==> config.mk <==
export PLATFORM = sky130hd
export DESIGN_NAME = hofl_fuse_loader
export DESIGN_NICKNAME = d
export VERILOG_FILES = /design/src/rtl/hofl_pkg.sv /design/src/rtl/hofl_fuse_loader.sv /design/src/rtl/hofl_wdog_ctrl.sv
export SDC_FILE = /design/constraint.sdc
export NUM_CORES = 1
export LEC_CHECK = 0
export CORE_MARGIN = 2
export CORE_UTILIZATION = 63
export DETAILED_ROUTE_END_ITERATION = 16
export DONT_BUFFER_PORTS = 1
export PLACE_DENSITY = 0.9
export SETUP_SLACK_MARGIN = 0.1
export SKIP_LAST_GASP = 1
export SYNTH_ARGS = -nofsm -noshare
export SYNTH_HDL_FRONTEND = slang
export SYNTH_HIERARCHICAL = 1
export SYNTH_SLANG_ARGS = --single-unit
==> constraint.sdc <==
create_clock -name mclk -period 2.5 [get_ports mclk]
set_input_delay 0.375 -clock mclk [delete_from_list [all_inputs] [get_ports mclk]]
set_output_delay 0.375 -clock mclk [all_outputs]
set_load 0.02 [all_outputs]
==> src/rtl/hofl_pkg.sv <==
// shared constants for the hardware option fuse loader
package hofl_pkg;

  // clock rate and release stretch after any reset
  localparam int CLK_MHZ = 125;
  localparam int RST_STRETCH_NS = 200;
  localparam int RST_STRETCH_CYC = (RST_STRETCH_NS * CLK_MHZ + 999) / 1000;

  // option store layout: three bytes, read in index order at power-up
  localparam int OPT_BYTES = 3;
  localparam logic [1:0] OPT_IDX_GEN = 2'h0;
  localparam logic [1:0] OPT_IDX_MAP = 2'h1;
  localparam logic [1:0] OPT_IDX_WDG = 2'h2;

  // general option byte, every bit stored active low so erased reads disabled
  localparam int GEN_LOCK_BIT = 0;
  localparam int GEN_PWRUP_BOOT_BIT = 1;
  localparam int GEN_ANYRST_BOOT_BIT = 2;
  localparam int GEN_LOW_BOR_BIT = 3;
  localparam int GEN_HIGH_BOR_BIT = 4;
  localparam int GEN_BOD_SEL_LSB = 5;

  // map option byte: inverted 512-byte block counts
  localparam int MAP_LOADER_LSB = 0;
  localparam int MAP_PROG_LSB = 4;

  // watchdog option byte, active low
  localparam int WDG_RESET_BIT = 0;
  localparam int WDG_NONSTOP_BIT = 1;
  localparam int WDG_AUTO_BIT = 2;
  localparam int WDG_IDLE_BIT = 3;
  localparam int WDG_PS_LSB = 4;
  localparam int WDG_PROTECT_BIT = 7;

  // erased byte and factory images (1.5K loader, 1K programmable region)
  localparam logic [7:0] OPT_ERASED = 8'hFF;
  localparam logic [7:0] FACT_GEN = 8'hFD;
  localparam logic [7:0] FACT_MAP = 8'hDC;
  localparam logic [7:0] FACT_WDG = 8'hFF;

  // flash map
  localparam logic [15:0] FLASH_LAST = 16'h3FFF;
  localparam logic [15:0] FLASH_END_NEXT = FLASH_LAST + 16'h0001;
  localparam logic [15:0] APP_START = 16'h0000;
  localparam logic [7:0] LOCKED_BYTE = 8'hFF;

  // watchdog control register fields
  localparam int WCR_PS_LSB = 0;
  localparam int WCR_IDLE_BIT = 3;
  localparam int WCR_NONSTOP_BIT = 4;
  localparam int WCR_RESET_BIT = 5;
  localparam int WCR_ENABLE_BIT = 6;
  localparam logic [7:0] WCR_RESET_VAL = 8'h00;

  // loader sequence
  typedef enum logic [1:0] {ST_FETCH, ST_CAPT, ST_STRETCH, ST_RUN} hofl_state_t;

endpackage

==> src/rtl/hofl_fuse_loader.sv <==
// hardware option loader: option store access, boot select, reset gating
`timescale 1ns/10ps
module hofl_fuse_loader #(
  parameter int RST_STRETCH_CYC = hofl_pkg::RST_STRETCH_CYC
) (
  // clock and reset
  input wire logic mclk,
  input wire logic rst_n,
  // external programmer port
  input wire logic prog_mode,
  input wire logic prog_wr,
  input wire logic prog_erase,
  input wire logic [1:0] prog_addr,
  input wire logic [7:0] prog_wdata,
  input wire logic prog_code_rd,
  input wire logic [7:0] code_rdata,
  output logic [7:0] prog_rdata,
  output logic prog_rvalid,
  // non-volatile option store
  output logic nv_rd,
  output logic [1:0] nv_addr,
  input wire logic [7:0] nv_rdata,
  output logic nv_wr,
  output logic nv_erase,
  output logic [7:0] nv_wdata,
  // reset sources
  input wire logic ext_reset_req,
  input wire logic low_brownout_detector,
  input wire logic high_brownout_detector,
  input wire logic wdog_timeout_flag,
  // cpu start control
  output logic cpu_rst_hold,
  output logic boot_from_loader,
  output logic [15:0] boot_addr,
  // flash map
  output logic loader_present,
  output logic [15:0] loader_start,
  output logic [15:0] prog_region_lo,
  input wire logic prog_limit_wr,
  input wire logic [3:0] prog_limit_wdata,
  output logic [3:0] prog_region_limit,
  // brown-out settings and readout lock
  output logic [1:0] bod_high_level_sel,
  output logic low_brownout_reset_en,
  output logic high_brownout_reset_en,
  output logic readout_lock,
  // watchdog control register
  input wire logic wdog_sw_wr,
  input wire logic [7:0] wdog_sw_wdata,
  output logic [7:0] wdog_control_reg,
  output logic wdog_reset_enable
);

  localparam logic [15:0] STRETCH_LOAD = 16'(RST_STRETCH_CYC);

  hofl_pkg::hofl_state_t state_ff;
  hofl_pkg::hofl_state_t nxt_state;
  logic [7:0] opt_gen_ff;
  logic [7:0] opt_map_ff;
  logic [7:0] opt_wdg_ff;
  logic [1:0] idx_ff;
  logic [15:0] cnt_ff;
  logic cold_ff;
  logic app_ff;
  logic [3:0] limit_ff;
  logic boot_ldr_ff;
  logic [15:0] boot_addr_ff;
  logic [15:0] ldr_start_ff;
  logic [15:0] prog_lo_ff;
  logic [7:0] prog_rdata_ff;
  logic prog_rvalid_ff;
  logic [1:0] nv_addr_ff;
  logic nv_wr_ff;
  logic nv_erase_ff;
  logic [7:0] nv_wdata_ff;
  logic [3:0] ldr_blocks;
  logic [15:0] ldr_start;
  logic pwr_boot;
  logic any_boot;
  logic live;
  logic app_req;
  logic any_req;
  logic wdog_load;

  // option decode; stored active low so an erased byte means off
  assign readout_lock = ~opt_gen_ff[hofl_pkg::GEN_LOCK_BIT];
  assign pwr_boot = ~opt_gen_ff[hofl_pkg::GEN_PWRUP_BOOT_BIT];
  assign any_boot = ~opt_gen_ff[hofl_pkg::GEN_ANYRST_BOOT_BIT];
  assign low_brownout_reset_en = ~opt_gen_ff[hofl_pkg::GEN_LOW_BOR_BIT];
  assign high_brownout_reset_en = ~opt_gen_ff[hofl_pkg::GEN_HIGH_BOR_BIT];
  assign bod_high_level_sel = ~opt_gen_ff[hofl_pkg::GEN_BOD_SEL_LSB +: 2];
  assign ldr_blocks = ~opt_map_ff[hofl_pkg::MAP_LOADER_LSB +: 4];
  assign loader_present = (ldr_blocks != 4'h0);
  // region runs from the start address up to the last flash byte
  assign ldr_start = hofl_pkg::FLASH_END_NEXT - {3'h0, ldr_blocks, 9'h000};

  // sequence status
  assign live = (state_ff == hofl_pkg::ST_STRETCH) || (state_ff == hofl_pkg::ST_RUN);
  // brown-out resets only when their option allows
  assign app_req = (low_brownout_detector && low_brownout_reset_en) ||
                   (high_brownout_detector && high_brownout_reset_en);
  assign wdog_reset_enable = wdog_control_reg[hofl_pkg::WCR_RESET_BIT];
  assign any_req = live && (app_req || ext_reset_req || (wdog_timeout_flag && wdog_reset_enable));
  assign wdog_load = (state_ff == hofl_pkg::ST_CAPT) && (idx_ff == hofl_pkg::OPT_IDX_WDG);

  // outputs straight from flops, except nv_rd and cpu_rst_hold, which are decoded from the state
  assign nv_rd = (state_ff == hofl_pkg::ST_FETCH);
  assign nv_addr = nv_addr_ff;
  assign nv_wr = nv_wr_ff;
  assign nv_erase = nv_erase_ff;
  assign nv_wdata = nv_wdata_ff;
  assign prog_rdata = prog_rdata_ff;
  assign prog_rvalid = prog_rvalid_ff;
  assign boot_from_loader = boot_ldr_ff;
  assign boot_addr = boot_addr_ff;
  assign loader_start = ldr_start_ff;
  assign prog_region_lo = prog_lo_ff;
  assign prog_region_limit = limit_ff;
  assign cpu_rst_hold = (state_ff != hofl_pkg::ST_RUN);

  // next state: load options, stretch the reset, then run
  always_comb
  begin
    nxt_state = state_ff;
    case (state_ff)
      hofl_pkg::ST_FETCH: nxt_state = hofl_pkg::ST_CAPT;
      hofl_pkg::ST_CAPT:
      begin
        if (idx_ff == hofl_pkg::OPT_IDX_WDG)
          nxt_state = hofl_pkg::ST_STRETCH;
        else
          nxt_state = hofl_pkg::ST_FETCH;
      end
      hofl_pkg::ST_STRETCH:
      begin
        if ((cnt_ff <= 16'h0001) && !any_req)
          nxt_state = hofl_pkg::ST_RUN;
      end
      hofl_pkg::ST_RUN:
      begin
        if (any_req)
          nxt_state = hofl_pkg::ST_STRETCH;
      end
      default: nxt_state = hofl_pkg::ST_FETCH;
    endcase
  end

  // state register; the cpu stays held until every byte is in
  always_ff @(posedge mclk)
  begin
    if (!rst_n)
      state_ff <= hofl_pkg::ST_FETCH;
    else
      state_ff <= nxt_state;
  end

  // option byte index and store address during the load
  always_ff @(posedge mclk)
  begin
    if (!rst_n)
    begin
      idx_ff <= hofl_pkg::OPT_IDX_GEN;
      nv_addr_ff <= hofl_pkg::OPT_IDX_GEN;
    end
    else if (state_ff == hofl_pkg::ST_CAPT)
    begin
      idx_ff <= idx_ff + 2'h1;
      nv_addr_ff <= idx_ff + 2'h1;
    end
    else if (live && prog_mode && (prog_wr || prog_erase))
    begin
      nv_addr_ff <= prog_addr;
    end
  end

  // shadow bytes hold the factory image until the store is read
  always_ff @(posedge mclk)
  begin
    if (!rst_n)
    begin
      opt_gen_ff <= hofl_pkg::FACT_GEN;
      opt_map_ff <= hofl_pkg::FACT_MAP;
      opt_wdg_ff <= hofl_pkg::FACT_WDG;
    end
    else if (state_ff == hofl_pkg::ST_CAPT)
    begin
      case (idx_ff)
        hofl_pkg::OPT_IDX_GEN: opt_gen_ff <= nv_rdata;
        hofl_pkg::OPT_IDX_MAP: opt_map_ff <= nv_rdata;
        hofl_pkg::OPT_IDX_WDG: opt_wdg_ff <= nv_rdata;
        default: opt_gen_ff <= opt_gen_ff;
      endcase
    end
  end

  // programmable region limit: option at power-up, software later
  always_ff @(posedge mclk)
  begin
    if (!rst_n)
      limit_ff <= ~hofl_pkg::FACT_MAP[hofl_pkg::MAP_PROG_LSB +: 4];
    else if ((state_ff == hofl_pkg::ST_CAPT) && (idx_ff == hofl_pkg::OPT_IDX_MAP))
      limit_ff <= ~nv_rdata[hofl_pkg::MAP_PROG_LSB +: 4];
    else if (live && prog_limit_wr)
      limit_ff <= prog_limit_wdata;
  end

  // flash map outputs, one cycle behind the options
  always_ff @(posedge mclk)
  begin
    if (!rst_n)
    begin
      ldr_start_ff <= hofl_pkg::FLASH_END_NEXT;
      prog_lo_ff <= hofl_pkg::FLASH_END_NEXT;
    end
    else
    begin
      ldr_start_ff <= ldr_start;
      prog_lo_ff <= ldr_start - {3'h0, limit_ff, 9'h000};
    end
  end

  // stretch counter, restarted by every reset request
  always_ff @(posedge mclk)
  begin
    if (!rst_n)
      cnt_ff <= STRETCH_LOAD;
    else if (any_req)
      cnt_ff <= STRETCH_LOAD;
    else if ((state_ff == hofl_pkg::ST_STRETCH) && (cnt_ff != 16'h0000))
      cnt_ff <= cnt_ff - 16'h0001;
  end

  // reset cause: power-up until first run, brown-out marks an application start
  always_ff @(posedge mclk)
  begin
    if (!rst_n)
    begin
      cold_ff <= 1'b1;
      app_ff <= 1'b0;
    end
    else if (any_req)
    begin
      cold_ff <= cold_ff && (state_ff != hofl_pkg::ST_RUN);
      app_ff <= app_ff || app_req;
    end
    else if (nxt_state == hofl_pkg::ST_RUN && state_ff == hofl_pkg::ST_STRETCH)
    begin
      cold_ff <= 1'b0;
      app_ff <= 1'b0;
    end
  end

  // boot source chosen as the cpu is released
  always_ff @(posedge mclk)
  begin
    if (!rst_n)
    begin
      boot_ldr_ff <= 1'b0;
      boot_addr_ff <= hofl_pkg::APP_START;
    end
    else if (nxt_state == hofl_pkg::ST_RUN && state_ff == hofl_pkg::ST_STRETCH)
    begin
      if (loader_present && !app_ff && (any_boot || (cold_ff && pwr_boot)))
      begin
        boot_ldr_ff <= 1'b1;
        boot_addr_ff <= ldr_start;
      end
      else
      begin
        boot_ldr_ff <= 1'b0;
        boot_addr_ff <= hofl_pkg::APP_START;
      end
    end
  end

  // only the programmer port reaches the option store
  always_ff @(posedge mclk)
  begin
    if (!rst_n)
    begin
      nv_wr_ff <= 1'b0;
      nv_erase_ff <= 1'b0;
      nv_wdata_ff <= hofl_pkg::OPT_ERASED;
    end
    else
    begin
      nv_wr_ff <= live && prog_mode && prog_wr && !prog_erase;
      nv_erase_ff <= live && prog_mode && prog_erase;
      if (live && prog_mode && prog_wr)
        nv_wdata_ff <= prog_wdata;
    end
  end

  // programmer code read-back, masked while locked
  always_ff @(posedge mclk)
  begin
    if (!rst_n)
    begin
      prog_rvalid_ff <= 1'b0;
      prog_rdata_ff <= hofl_pkg::LOCKED_BYTE;
    end
    else
    begin
      prog_rvalid_ff <= prog_mode && prog_code_rd;
      if (prog_mode && prog_code_rd)
        prog_rdata_ff <= readout_lock ? hofl_pkg::LOCKED_BYTE : code_rdata;
    end
  end

  // watchdog control register; software writes only once the cpu runs
  hofl_wdog_ctrl u_wdog (
    .mclk(mclk),
    .rst_n(rst_n),
    .load(wdog_load),
    .opt_wdg(wdog_load ? nv_rdata : opt_wdg_ff), // store data is valid only while loading
    .sw_wr(wdog_sw_wr && (state_ff == hofl_pkg::ST_RUN)),
    .sw_wdata(wdog_sw_wdata),
    .wdog_control_reg(wdog_control_reg)
  );

endmodule

==> src/rtl/hofl_wdog_ctrl.sv <==
// watchdog control register with option load and write protection
`timescale 1ns/10ps
module hofl_wdog_ctrl (
  // clock and reset
  input wire logic mclk,
  input wire logic rst_n,
  // option load at power-up
  input wire logic load,
  input wire logic [7:0] opt_wdg,
  // software access
  input wire logic sw_wr,
  input wire logic [7:0] sw_wdata,
  output logic [7:0] wdog_control_reg
);

  logic [7:0] ctrl_ff;
  logic auto_en;
  logic protect;

  // option bits are stored inverted
  assign auto_en = ~opt_wdg[hofl_pkg::WDG_AUTO_BIT];
  assign protect = ~opt_wdg[hofl_pkg::WDG_PROTECT_BIT];
  assign wdog_control_reg = ctrl_ff;

  // load wins over a software write; the loader holds the cpu anyway
  always_ff @(posedge mclk)
  begin
    if (!rst_n)
    begin
      ctrl_ff <= hofl_pkg::WCR_RESET_VAL;
    end
    else if (load)
    begin
      ctrl_ff[hofl_pkg::WCR_RESET_BIT] <= ~opt_wdg[hofl_pkg::WDG_RESET_BIT];
      ctrl_ff[hofl_pkg::WCR_NONSTOP_BIT] <= ~opt_wdg[hofl_pkg::WDG_NONSTOP_BIT];
      if (auto_en)
      begin
        ctrl_ff[hofl_pkg::WCR_ENABLE_BIT] <= 1'b1;
        ctrl_ff[hofl_pkg::WCR_IDLE_BIT] <= ~opt_wdg[hofl_pkg::WDG_IDLE_BIT];
        ctrl_ff[hofl_pkg::WCR_PS_LSB +: 3] <= ~opt_wdg[hofl_pkg::WDG_PS_LSB +: 3];
      end
      // with auto enable clear the idle and prescale fields stay untouched
    end
    else if (sw_wr)
    begin
      // the enable bit is never protected
      ctrl_ff[hofl_pkg::WCR_ENABLE_BIT] <= sw_wdata[hofl_pkg::WCR_ENABLE_BIT];
      if (!protect)
      begin
        ctrl_ff[hofl_pkg::WCR_NONSTOP_BIT:hofl_pkg::WCR_PS_LSB] <=
          sw_wdata[hofl_pkg::WCR_NONSTOP_BIT:hofl_pkg::WCR_PS_LSB];
        ctrl_ff[hofl_pkg::WCR_RESET_BIT] <= sw_wdata[hofl_pkg::WCR_RESET_BIT];
      end
    end
  end

endmodule

==> flow_metrics.py <==
metrics = {
    "sta": {
        "hold_viol_final": 0,
        "worst_pin_slew_ps": 628.2,
        "clock_skew_ps": 15.41,
        "rsz0062_at_grt": "false",
        "tns_ps": 0,
        "fin_crit_ps": 2184,
        "final-setup-viol-count": 0,
        "setup_ws_ps": 315.6,
        "slew_violations": 0,
        "max_freq_ghz": 0.4578,
        "maxSlewHeadroom": 0.5803,
        "fin_crit_sh": 0.8738,
    },
    "logic_synthesis": {
        "synth_cell_types": 55,
        "synth-seq-cells": 93,
        "synth.avg_cell_area_um2": 8.782,
        "syn_area_um2": 4163,
        "synthFlopType": "dfxtp_1",
        "yosysWarnings": 6,
        "ys_seq_area_frac": 0.4472,
        "synth_enable_flop_cells": 0,
        "synthArstFlopShare": 0,
        "syn_inst": 474,
    },
    "cts": {
        "htreeDepth": 3,
        "cts_tree": "built",
        "hold_buffers": 0,
        "root_buffer": "clkbuf_8",
        "cts-resized-gates": 0,
        "clock_sinks": 93,
        "clk_pin_slew_worst_paths_ps": 80,
        "insertion_delay_ps": 370,
        "cts_setup_buffers": 0,
        "clock_path_buffers": 2,
        "cts_buffers": 9,
    },
    "layout": {
        "most-common-layout-cells": "93 x dfxtp_1, 71 x nand2_1, 37 x nor2_1",
        "regMostFlops": "cnt_ff",
        "drive_above_1_share": 0.09979,
        "n_antenna_cell": 0,
        "nets": 527,
        "syn_to_final_growth_pct": 2.014,
        "final_common_cell": "dfxtp_1",
        "largest_register_ffs": 16,
    },
    "critical_path": {
        "path_class": "flop to flop",
        "path_cells": "or4_1, nor2_1, nand3_1, or3_1, a31o_1",
        "crit_arrival_ps": 2440,
        "cp-start-kind": "flop",
        "r2r_slack_ps": 320,
        "path_buf_inv": 0,
        "endpoint_kind": "flop",
        "cpPeakStageDelay_ps": 630,
        "crit_required_ps": 2760,
        "ff2ff_path_depth": 5,
        "crit_fanout": 8,
        "critical-path-slowest-cell": "or4_1",
        "reg2reg_from": "cnt_ff[11]$_SDFFE_PP0P_",
        "path_delay_family": "simple AND/OR/NAND/NOR gates",
        "regToRegEndpoint": "app_ff$_SDFFE_PN0P_",
    },
    "detailed_routing": {
        "drc": 0,
        "via_per_inst": 5.741,
        "drt_iter0_markers": 175,
        "ant_nets": 0,
        "dr.pass1.iters": 6,
        "avgRoutedWirePerCell_um": 15.90,
        "totalWireLength_mm": 8.713,
        "num_vias": 3146,
    },
    "min_path": {
        "min-delay-start": "prog_erase",
        "hold_path_end": "nv_wr$_SDFF_PN0_",
        "hold_path_depth": 1,
        "hold_class": "primary input to flop",
    },
    "power": {
        "switching_share": 0.2909,
        "p_clk_frac": 0.318,
        "seq_power_share": 0.577,
        "power_density_nw_per_um2": 669.5,
        "p_switching_mw": 0.8269,
        "p_total_mw": 2.843,
        "ir_drop_mv": 0.4655,
        "cellLeakagePower_nw": 1.820,
        "p_int_mw": 2.016,
        "combPwrFrac": 0.105,
    },
    "grt": {
        "grt_use_total": 0.2415,
        "overflow": 0,
        "grt_pass1_wl_mm": 13.98,
        "antenna_found_initial": 0,
        "grt_pass1_vias": 2965,
        "grt_max_degree": 56,
    },
    "placement": {
        "hpwl_mm": 6.391,
        "port_buffers": 0,
        "place_ws_ps": 322.4,
        "place.gp.congestion": 0.8524,
    },
    "flow_run": {
        "drv_cap": 0,
    },
    "outcome": {
        "status": "finished clean",
    },
    "floorplan": {
        "pin_count": 141,
        "die_area_um2": 7274,
        "rows": 29,
        "die_y_um": 85.29,
        "fp.coreArea_um2": 6386,
        "die_w_um": 85.29,
        "start_util": 0.6518,
    },
}
==> worst register-to-register path, delay by kind of cell (launching register included) <==
| family | cells | cell delay (ps) |
|---|---|---|
| flops | 1 | 360 |
| simple gates | 4 | 1440 |
| compound gates | 1 | 290 |
==> power by group through the flow <==
stage               Clock, mW  Combinational, mW  Sequential, mW
floorplan                   0              0.303            1.66
global placement            0              0.281            1.67
detailed placement          0              0.295            1.68
CTS                     0.913              0.297            1.64
global route            0.974              0.335            1.65
finish                  0.904              0.299            1.64
==> stage by stage <==
step | utilization | hold WS, ps | std cells | cell area (um2)
after floorplan | - | 432.8 | 502 | 4268
after global placement | 0.6381 | 443.4 | 532 | 4075
after detailed placement | 0.6381 | 452.9 | 532 | 4075
after CTS | 0.6650 | 74.28 | 548 | 4247
after global routing | 0.6650 | 69.46 | 548 | 4247
final | 0.6650 | 83.09 | 548 | 4247
==> per-layer routing <==
layer	vias up	global-route usage	routed length [um]
li1	1522	-	-
met1	1474	0.2907	3672
met2	127	0.4119	4300
met3	23	0.05253	498
met4	0	0.1097	242
met5	-	0	0
==> cells in the mapped netlist (2+ instances only) <==
library cell	instances	share of area
xor2_1	5	0.011
buf_2	3	0.0036
nand2_1	71	0.064
nor3_1	15	0.018
clkbuf_1	15	0.014
o21ai_0	11	0.013
nor4_1	5	0.0075
buf_4	31	0.056
a21oi_1	12	0.014
nor2b_1	3	0.0045
xnor2_1	12	0.025
a211oi_1	10	0.018
nor3b_1	2	0.0036
inv_2	2	0.0018
or2_2	9	0.014
nor4_2	2	0.0060
a21o_1	5	0.0090
ha_1	10	0.030
and3_1	8	0.012
and2_1	7	0.011
conb_1	2	0.0018
nor2_1	37	0.033
nand3_1	21	0.025
nand2b_1	5	0.0075
o211ai_1	10	0.018
mux2_2	9	0.024
mux2i_1	14	0.034
dfxtp_1	93	0.45
or3_2	2	0.0036
inv_1	18	0.016
==> logic make-up after synthesis <==
group | Yosys count | synth area share
compound gates | 61 | 0.09889
xor+xnor | 17 | 0.03577
fa+ha+maj | 11 | 0.03487
buf+inv | 71 | 0.09468
flops | 93 | 0.4473
mux | 24 | 0.06162
other cells | 2 | 0.001804
simple gates | 195 | 0.2251
==> cell type report <==
class                           count  area, um2
Sequential cell                    93       1862
Inverter                           20      75.07
Tap cell                           77      96.34
Clock inverter                      6      43.79
Multi-Input combinational cell    338       2012
Clock buffer                       10      127.6
Fill cell                         519       2140
Timing Repair Buffer                4      30.03
==> worst max path at each step <==
stage | endpoint | slack, ps | cells after the start | from
6_report | app_ff$_SDFFE_PN0P_ | 320 | 5 | cnt_ff[11]$_SDFFE_PP0P_
5_1_grt | cnt_ff[9]$_SDFFE_PP0P_ | 150 | 5 | state_ff[1]$_SDFF_PN0_
4_1_cts | app_ff$_SDFFE_PN0P_ | 310 | 5 | cnt_ff[11]$_SDFFE_PP0P_
3_5_place_dp | app_ff$_SDFFE_PN0P_ | 320 | 5 | cnt_ff[11]$_SDFFE_PP0P_
3_3_place_gp | app_ff$_SDFFE_PN0P_ | 350 | 5 | cnt_ff[8]$_SDFFE_PP0P_
2_1_floorplan | cnt_ff[14]$_SDFFE_PP0P_ | 460 | 7 | cnt_ff[0]$_SDFFE_PP1P_
(Power assumes the default switching activity.)
